[src/verilog/dbg_cause_pkg.sv]
// Constants for the debug entry cause capture block.
// Assumes register bit n in big-endian numbering sits at vector index
// 31-n, so bit 0 is the most significant bit.

`default_nettype none

package dbg_cause_pkg;

   // -----------------------------------------------------------------
   // Register numbers and layout
   // -----------------------------------------------------------------
   localparam logic [9:0]  SPR_CAUSE        = 10'h094;
   localparam logic [9:0]  SPR_COUNTER_B    = 10'h097;
   localparam logic [31:0] CAUSE_VALID      = 32'h73e7_540f;
   localparam logic [31:0] CAUSE_RESET      = 32'h0000_0000;
   localparam logic [1:0]  SELECT_RESET     = 2'h0;
   localparam int          PRESET_LSB       = 16;
   localparam int          PRESET_MSB       = 31;
   localparam int          SELECT_LSB       = 0;
   localparam int          SELECT_MSB       = 1;
   localparam int          SYNC_STAGES      = 2;

   // Cause bit positions as vector indices.
   localparam int B_RESET_PIN   = 30;
   localparam int B_CHECKSTOP   = 29;
   localparam int B_MCHECK      = 28;
   localparam int B_EXT_IRQ     = 25;
   localparam int B_ALIGN       = 24;
   localparam int B_PROGRAM     = 23;
   localparam int B_FP_UNAVAIL  = 22;
   localparam int B_DECR        = 21;
   localparam int B_SYSCALL     = 18;
   localparam int B_TRACE       = 17;
   localparam int B_FP_ASSIST   = 16;
   localparam int B_SW_EMUL     = 14;
   localparam int B_INSTR_PROT  = 12;
   localparam int B_DATA_PROT   = 10;
   localparam int B_LS_BKPT     = 3;
   localparam int B_INSTR_BKPT  = 2;
   localparam int B_EXT_BKPT    = 1;
   localparam int B_PORT_REQ    = 0;

   typedef enum logic [1:0] {
      SRC_OFF      = 2'h0,
      SRC_INSTR_WP = 2'h1,
      SRC_LS_WP    = 2'h2,
      SRC_RESERVED = 2'h3
   } source_sel_e;

endpackage

`default_nettype wire

[src/verilog/flag_if.sv]
// Interface between the cause capture logic and its sticky flag store.
// Assumes both ends run on the same clock.
`timescale 1ns/1ps
`default_nettype none

interface flag_if #(parameter int WIDTH = 32);
   logic [WIDTH-1:0] set_vec;
   logic             clear;
   logic [WIDTH-1:0] flags;

   modport owner (input set_vec, input clear, output flags);
   modport user  (output set_vec, output clear, input flags);
endinterface

`default_nettype wire

[src/verilog/debug_entry_cause_capture.sv]
// Debug entry cause capture and second breakpoint counter control.
// Assumes the core reaches the registers through the special register
// port below, and that event inputs other than the pins are on mclk.
`timescale 1ns/1ps
`default_nettype none

module debug_entry_cause_capture (
   input  wire logic                  mclk,
   input  wire logic                  rst,
   // Special register access port.
   input  wire logic [9:0]            spr_num,
   input  wire logic                  spr_rd,
   input  wire logic                  spr_wr,
   input  wire logic [31:0]           spr_wdata,
   output logic      [31:0]           spr_rdata_q,
   output logic                       spr_ack_q,
   // Debug mode state and entry mask.
   input  wire logic                  debug_enable,
   input  wire logic                  in_debug_mode,
   input  wire logic [31:0]           debug_entry_mask,
   // Pins from outside the clock domain.
   input  wire logic                  reset_pin_n,
   input  wire logic                  ext_bkpt_pin,
   // Core event sources.
   input  wire logic                  checkstop_entry,
   input  wire logic                  machine_check,
   input  wire logic                  mcheck_storage_err,
   input  wire logic                  ext_irq,
   input  wire logic                  align_exc,
   input  wire logic                  program_exc,
   input  wire logic                  fp_unavail_exc,
   input  wire logic                  decrementer_exc,
   input  wire logic                  syscall_exc,
   input  wire logic                  single_step_or_branch_hit,
   input  wire logic                  fp_assist_exc,
   input  wire logic                  sw_emulation_exc,
   input  wire logic                  instr_protect_err,
   input  wire logic                  data_protect_err,
   input  wire logic                  loadstore_bkpt,
   input  wire logic                  instr_bkpt,
   input  wire logic                  onchip_ext_bkpt,
   input  wire logic                  dev_port_bkpt,
   input  wire logic                  dev_port_nmi_req,
   input  wire logic                  debug_entry_from_reset,
   // Second watchpoints for the counter.
   input  wire logic                  instr_wp2_hit,
   input  wire logic                  loadstore_wp2_hit,
   // Results.
   output logic                       debug_entry_req_q,
   output logic      [15:0]           counter_preset_q,
   output dbg_cause_pkg::source_sel_e counter_source_select_q,
   output logic                       counter_tick_q
);
   import dbg_cause_pkg::*;

   // -----------------------------------------------------------------
   // Pin synchronisers
   // -----------------------------------------------------------------
   // The first stage feeds only the second stage.
   logic [SYNC_STAGES-1:0] rst_pin_sync_q;
   logic [SYNC_STAGES-1:0] bkpt_pin_sync_q;
   logic                   reset_pin_seen;
   logic                   ext_bkpt_seen;

   always_ff @(posedge mclk) begin
      if (rst) begin
         rst_pin_sync_q <= '1;
      end else begin
         rst_pin_sync_q <= {rst_pin_sync_q[0], reset_pin_n};
      end
   end

   always_ff @(posedge mclk) begin
      if (rst) begin
         bkpt_pin_sync_q <= '0;
      end else begin
         bkpt_pin_sync_q <= {bkpt_pin_sync_q[0], ext_bkpt_pin};
      end
   end

   assign reset_pin_seen = ~rst_pin_sync_q[SYNC_STAGES-1];
   assign ext_bkpt_seen  = bkpt_pin_sync_q[SYNC_STAGES-1];

   // -----------------------------------------------------------------
   // Register decode
   // -----------------------------------------------------------------
   logic cause_sel;
   logic counter_sel;
   logic cause_read;
   logic cause_clear;
   logic counter_write;

   assign cause_sel     = (spr_num == SPR_CAUSE);
   assign counter_sel   = (spr_num == SPR_COUNTER_B);
   assign cause_read    = spr_rd & cause_sel;
   assign counter_write = spr_wr & counter_sel;

   // Reading while debug is armed but not yet entered must not lose the
   // cause that is about to steer entry, so the clear is held off then.
   assign cause_clear = cause_read
                        & (~debug_enable | in_debug_mode);

   // -----------------------------------------------------------------
   // Cause events
   // -----------------------------------------------------------------
   flag_if #(.WIDTH(32)) cause ();
   logic [31:0] set_vec;
   logic        mcheck_counts;
   logic        ext_bkpt_any;
   logic        port_req_any;

   assign mcheck_counts = machine_check & ~mcheck_storage_err;
   assign ext_bkpt_any  = onchip_ext_bkpt | dev_port_bkpt
                          | ext_bkpt_seen;
   assign port_req_any  = dev_port_nmi_req
                          | debug_entry_from_reset;

   always_comb begin
      set_vec               = '0;
      set_vec[B_RESET_PIN]  = reset_pin_seen;
      set_vec[B_CHECKSTOP]  = checkstop_entry;
      set_vec[B_MCHECK]     = mcheck_counts;
      set_vec[B_EXT_IRQ]    = ext_irq;
      set_vec[B_ALIGN]      = align_exc;
      set_vec[B_PROGRAM]    = program_exc;
      set_vec[B_FP_UNAVAIL] = fp_unavail_exc;
      set_vec[B_DECR]       = decrementer_exc;
      set_vec[B_SYSCALL]    = syscall_exc;
      set_vec[B_TRACE]      = single_step_or_branch_hit;
      set_vec[B_FP_ASSIST]  = fp_assist_exc;
      set_vec[B_SW_EMUL]    = sw_emulation_exc;
      set_vec[B_INSTR_PROT] = instr_protect_err;
      set_vec[B_DATA_PROT]  = data_protect_err;
      set_vec[B_LS_BKPT]    = loadstore_bkpt;
      set_vec[B_INSTR_BKPT] = instr_bkpt;
      set_vec[B_EXT_BKPT]   = ext_bkpt_any;
      set_vec[B_PORT_REQ]   = port_req_any;
   end

   // Only hardware events reach the store; the write data never does.
   assign cause.set_vec = set_vec;
   assign cause.clear   = cause_clear;

   sticky_flags #(
      .WIDTH (32),
      .VALID (CAUSE_VALID),
      .RST_V (CAUSE_RESET)
   ) u_cause (
      .mclk (mclk),
      .rst  (rst),
      .f    (cause.owner)
   );

   // -----------------------------------------------------------------
   // Debug entry request
   // -----------------------------------------------------------------
   // Only a cause raised this cycle asks for entry; an old flag that is
   // still sticky does not ask again.
   logic [31:0] entry_hits;

   assign entry_hits = set_vec & debug_entry_mask & CAUSE_VALID;

   always_ff @(posedge mclk) begin
      if (rst) begin
         debug_entry_req_q <= 1'b0;
      end else begin
         debug_entry_req_q <= debug_enable & ~in_debug_mode
                              & (|entry_hits);
      end
   end

   // -----------------------------------------------------------------
   // Breakpoint counter B
   // -----------------------------------------------------------------
   // The preset has no reset on purpose, so a value set before a reset
   // is still there after it.
   always_ff @(posedge mclk) begin
      if (counter_write) begin
         counter_preset_q <= spr_wdata[PRESET_MSB:PRESET_LSB];
      end
   end

   always_ff @(posedge mclk) begin
      if (rst) begin
         counter_source_select_q <= source_sel_e'(SELECT_RESET);
      end else if (counter_write) begin
         counter_source_select_q <=
            source_sel_e'(spr_wdata[SELECT_MSB:SELECT_LSB]);
      end
   end

   // The reserved code counts nothing, the same as disabled.
   always_ff @(posedge mclk) begin
      if (rst) begin
         counter_tick_q <= 1'b0;
      end else begin
         unique case (counter_source_select_q)
            SRC_OFF:      counter_tick_q <= 1'b0;
            SRC_INSTR_WP: counter_tick_q <= instr_wp2_hit;
            SRC_LS_WP:    counter_tick_q <= loadstore_wp2_hit;
            SRC_RESERVED: counter_tick_q <= 1'b0;
         endcase
      end
   end

   // -----------------------------------------------------------------
   // Read data and acknowledge
   // -----------------------------------------------------------------
   // Every access is acknowledged one cycle later; unknown numbers read
   // as zero so software never sees stale data.
   logic [31:0] counter_word;

   always_comb begin
      counter_word                        = '0;
      counter_word[PRESET_MSB:PRESET_LSB] = counter_preset_q;
      counter_word[SELECT_MSB:SELECT_LSB] = counter_source_select_q;
   end

   always_ff @(posedge mclk) begin
      if (rst) begin
         spr_rdata_q <= '0;
      end else if (spr_rd) begin
         if (cause_sel) begin
            spr_rdata_q <= cause.flags & CAUSE_VALID;
         end else if (counter_sel) begin
            spr_rdata_q <= counter_word;
         end else begin
            spr_rdata_q <= '0;
         end
      end
   end

   always_ff @(posedge mclk) begin
      if (rst) begin
         spr_ack_q <= 1'b0;
      end else begin
         spr_ack_q <= spr_rd | spr_wr;
      end
   end

endmodule

`default_nettype wire

[src/verilog/sticky_flags.sv]
// Sticky flag store: hardware sets bits, one strobe clears all of them.
// Assumes set and clear come from logic on mclk.
`timescale 1ns/1ps
`default_nettype none

module sticky_flags #(
   parameter int               WIDTH = 32,
   parameter logic [WIDTH-1:0] VALID = '1,
   parameter logic [WIDTH-1:0] RST_V = '0
) (
   input wire logic mclk,
   input wire logic rst,
   flag_if.owner    f
);

   logic [WIDTH-1:0] flags_q;

   // -----------------------------------------------------------------
   // Storage
   // -----------------------------------------------------------------
   // A set in the same cycle as the clear survives, so no event is lost.
   always_ff @(posedge mclk) begin
      if (rst) begin
         flags_q <= RST_V;
      end else begin
         flags_q <= (flags_q & ~{WIDTH{f.clear}})
                    | (f.set_vec & VALID);
      end
   end

   assign f.flags = flags_q;

endmodule

`default_nettype wire

[config.mk]
export PLATFORM = sky130hd
export DESIGN_NAME = debug_entry_cause_capture
export DESIGN_NICKNAME = d
export VERILOG_FILES = /design/src/verilog/dbg_cause_pkg.sv /design/src/verilog/flag_if.sv /design/src/verilog/debug_entry_cause_capture.sv /design/src/verilog/sticky_flags.sv
export SDC_FILE = /design/constraint.sdc
export NUM_CORES = 1
export LEC_CHECK = 0
export ABC_AREA = 1
export BUFFER_PORTS_ARGS = -buffer_cell sky130_fd_sc_hd__buf_4
export CORE_UTILIZATION = 44
export DETAILED_ROUTE_END_ITERATION = 8
export PLACE_DENSITY_LB_ADDON = 0.2
export SYNTH_ARGS = -nofsm -noshare
export SYNTH_HDL_FRONTEND = slang
export SYNTH_SLANG_ARGS = --single-unit
[constraint.sdc]
create_clock -name mclk -period 1.8 [get_ports mclk]
set_clock_uncertainty 0.15 [all_clocks]
set_input_delay 0.27 -clock mclk [delete_from_list [all_inputs] [get_ports mclk]]
set_output_delay 0.27 -clock mclk [all_outputs]
set_load 0.005 [all_outputs]
==> flow_metrics.env <==
export IMPL_outcome="completed"
export IMPL_die_h_um=80.99
export IMPL_fp_dieW_um=80.99
export IMPL_multiInputGateArea_um2=975.9
export IMPL_finalCriticalPeriod_ns=1.360
export IMPL_yosys_top_cells_area="dfxtp_1, edfxtp_1, nand2_1, nand4_1, inv_1"
export IMPL_yosys_warnings=0
export IMPL_p_leak_nw=2.021
export IMPL_cts_setup_buffers=0
export IMPL_cpLargestDelayFamily="simple AND/OR/NAND/NOR gates"
export IMPL_tightest_slew_ns=0.5056
export IMPL_portBuffers=119
export IMPL_timing_hold_violations_final=0
export IMPL_min_from="ext_bkpt_pin"
export IMPL_critPathMaxStageDelay_ns=0.26
export IMPL_gp_congestion=0.7817
export IMPL_viasPerCell=4.717
export IMPL_drtPass1Iterations=4
export IMPL_end_kind="flop"
export IMPL_yosys_area_top_type_share_pct=36.46
export IMPL_maxSlewViolCount=0
export IMPL_grt_max_degree=27
export IMPL_vdd_ir_drop_worst_mv=0.5798
export IMPL_grt_usage_pct=22.49
export IMPL_cts_buffer_depth=2
export IMPL_reg2reg_to="spr_rdata_q[22]"
export IMPL_ys_seq_elements=66
export IMPL_area_growth_synth_to_final_pct=48.04
export IMPL_seq_area_frac_synth_pct=53.97
export IMPL_ant_nets=0
export IMPL_seqCellArea_mm2=0.001481
export IMPL_drc=0
export IMPL_core_mm2=0.005956
export IMPL_worstPathMaxFanout=24
export IMPL_synth_distinct_cells=24
export IMPL_fin_hold_ws_ns=0.01009
export IMPL_netlist_instances=329
export IMPL_synth_area_mm2=0.002745
export IMPL_yosysTopAreaCell="dfxtp_1"
export IMPL_syn_area_per_cell_um2=8.344
export IMPL_rows=28
export IMPL_clk_pin_slew_ns=0.07
export IMPL_cts_tree="yes"
export IMPL_min_path_type="primary input to flop"
export IMPL_cap_violations=0
export IMPL_regToRegSetupSlack_ns=0.81
export IMPL_wl_um=7006
export IMPL_finalInstanceArea_mm2=0.004064
export IMPL_clkSinkCount=66
export IMPL_clock_latency_ns=0.34
export IMPL_wire_per_inst_um=12.81
export IMPL_hold_path_depth=3
export IMPL_path_cells="buf_4, nor2_1, nand2_1, nor2_2, buf_4, buf_4, nand4_1, nand3_1, nand2_1, inv_1"
export IMPL_fmax_ghz=0.7351
export IMPL_tns_ns=0
export IMPL_worstRegToRegCells=4
export IMPL_placed_area_mm2=0.003675
export IMPL_pwr_density_cell_mw_per_mm2=796.2
export IMPL_worstHoldEndpoint="bkpt_pin_sync_q[0]"
export IMPL_cp_common_cell="buf_4"
export IMPL_cts_resized=0
export IMPL_overflow=0
export IMPL_start_util_pct=46.09
export IMPL_nFillCells=508
export IMPL_crit_required_ns=1.94
export IMPL_crit_type="primary input to flop"
export IMPL_drtIter0Drc=102
export IMPL_min_period_over_period_pct=75.58
export IMPL_vias=2580
export IMPL_nets=571
export IMPL_die_area_mm2=0.006559
export IMPL_path_buf_inv=4
export IMPL_r2r_start="counter_preset_q[6]"
export IMPL_io_pins=157
export IMPL_cts_buffers=9
export IMPL_antenna_found_initial=0
export IMPL_cts_root_buf="clkbuf_8"
export IMPL_slew_headroom_pct=66.25
export IMPL_layout_drive_gt1_share_pct=33.47
export IMPL_cp_slowest_cell="buf_4"
export IMPL_crit_path_start_kind="primary input"
export IMPL_antenna_cells=0
export IMPL_h_tree_depth=3
export IMPL_grt_pass1_wl_um=10870
export IMPL_cp_data_arrival_time_ns=1.50
export IMPL_final_setup_viol_count=0
export IMPL_hpwl_um=5085
export IMPL_rsz0062_at_grt="false"
export IMPL_grt_pass1_vias=2393
sequential cells by signal, summed over array words and instances (netlist names):
signal                   count
u_cause.f.flags             18
counter_tick_q               1
spr_rdata_q                 23
rst_pin_sync_q               2
counter_source_select_q      2
counter_preset_q            16
debug_entry_req_q            1
bkpt_pin_sync_q              2
spr_ack_q                    1
cell usage in the layout, fill, tap and decap left out, drive strengths merged:
cell type | netlist | layout
dlygate4sd3 | 0 | 17
nor3 | 2 | 2
a21oi | 31 | 31
clkinvlp | 0 | 1
or2 | 2 | 2
buf | 20 | 127
conb | 1 | 9
nand2 | 94 | 94
bufinv | 0 | 2
edfxtp | 16 | 16
clkinv | 0 | 2
nand3 | 15 | 15
nor2 | 17 | 17
clkbuf | 5 | 11
o21ai | 3 | 3
inv | 42 | 42
a211oi | 1 | 1
nand4 | 30 | 30
dfxtp | 50 | 50
layout make-up:
cell class	instances	share of cell area [%]
Clock buffer	11	3.479
Sequential cell	66	36.45
Inverter	42	3.879
Multi-Input combinational cell	204	24.01
Tap cell	75	2.309
Timing Repair Buffer	144	27.96
Clock inverter	5	1.909
power breakdown:
group / internal, W / switching (W)
registers: 0.00155 / 0.0000203
logic: 0.000169 / 0.000129
clock network: 0.000813 / 0.000554
worst min-delay path, cell delays in order:
cell	delay [ns]
buf_4	0.11
inv_1	0.04
nor2_1	0.04
kinds of logic after synthesis:
group	after synthesis	share of synthesized area (%)
flip-flops	66	53.97
AO/OA/AOI/OAI	35	7.156
AND/OR/NAND/NOR	160	27.16
other	1	0.1366
buffers and inverters	67	11.58
timing repair:
action / in CTS / in global routing
hold endpoints to repair: 17 / 0
hold buffers: 17 / 0
setup endpoints to repair: 0 / 0
routing by layer:
metal / up-vias / routed length (µm) / track usage [%]
met1: 1145 / 3024 / 28.76
li1: 1321 / - / -
met5: - / 0 / 0
met3: 8 / 589 / 5.393
met2: 106 / 3315 / 36.39
met4: 0 / 77 / 9.107
cells in the mapped netlist:
master    instances
nor2_4            3
a211oi_1          1
nor2_1           12
buf_6             3
or2_2             2
nor3_1            2
conb_1            1
nand2_2           1
nor2_2            2
nand4_2           1
nand4_1          29
buf_2             8
o21ai_0           3
nand2_1          92
nand3_1          15
inv_1            41
dfxtp_1          50
edfxtp_1         16
nand2_4           1
a21oi_1          26
buf_4             9
clkbuf_1          5
inv_2             1
a21oi_2           5
how the worst max path moves through the flow:
stage | from | to | slack, ns | cells after the start
4_1_cts | spr_num[6] | spr_rdata_q[16] | 0.44 | 10
3_3_place_gp | spr_num[6] | spr_rdata_q[17] | 0.11 | 10
6_report | spr_num[6] | spr_rdata_q[16] | 0.44 | 10
5_1_grt | spr_num[6] | spr_rdata_q[22] | 0.27 | 10
2_1_floorplan | spr_num[6] | counter_preset_q[0] | 0.22 | 6
3_5_place_dp | spr_num[6] | spr_rdata_q[30] | 0.13 | 10
metrics by stage:
| step | setup slack [ns] | total power, W | instances | utilization, % |
|---|---|---|---|---|
| 3_3_place_gp | 0.1068 | 0.001867 | 514 | 61.70 |
| 2_1_floorplan | 0.2182 | 0.001721 | 337 | - |
| 6_report | 0.4396 | 0.003236 | 547 | 68.24 |
| 5_1_grt | 0.2737 | 0.003349 | 547 | 68.24 |
| 4_1_cts | 0.4362 | 0.003262 | 547 | 68.24 |
| 3_5_place_dp | 0.1282 | 0.001872 | 514 | 61.70 |
(Power assumes the default switching activity.)
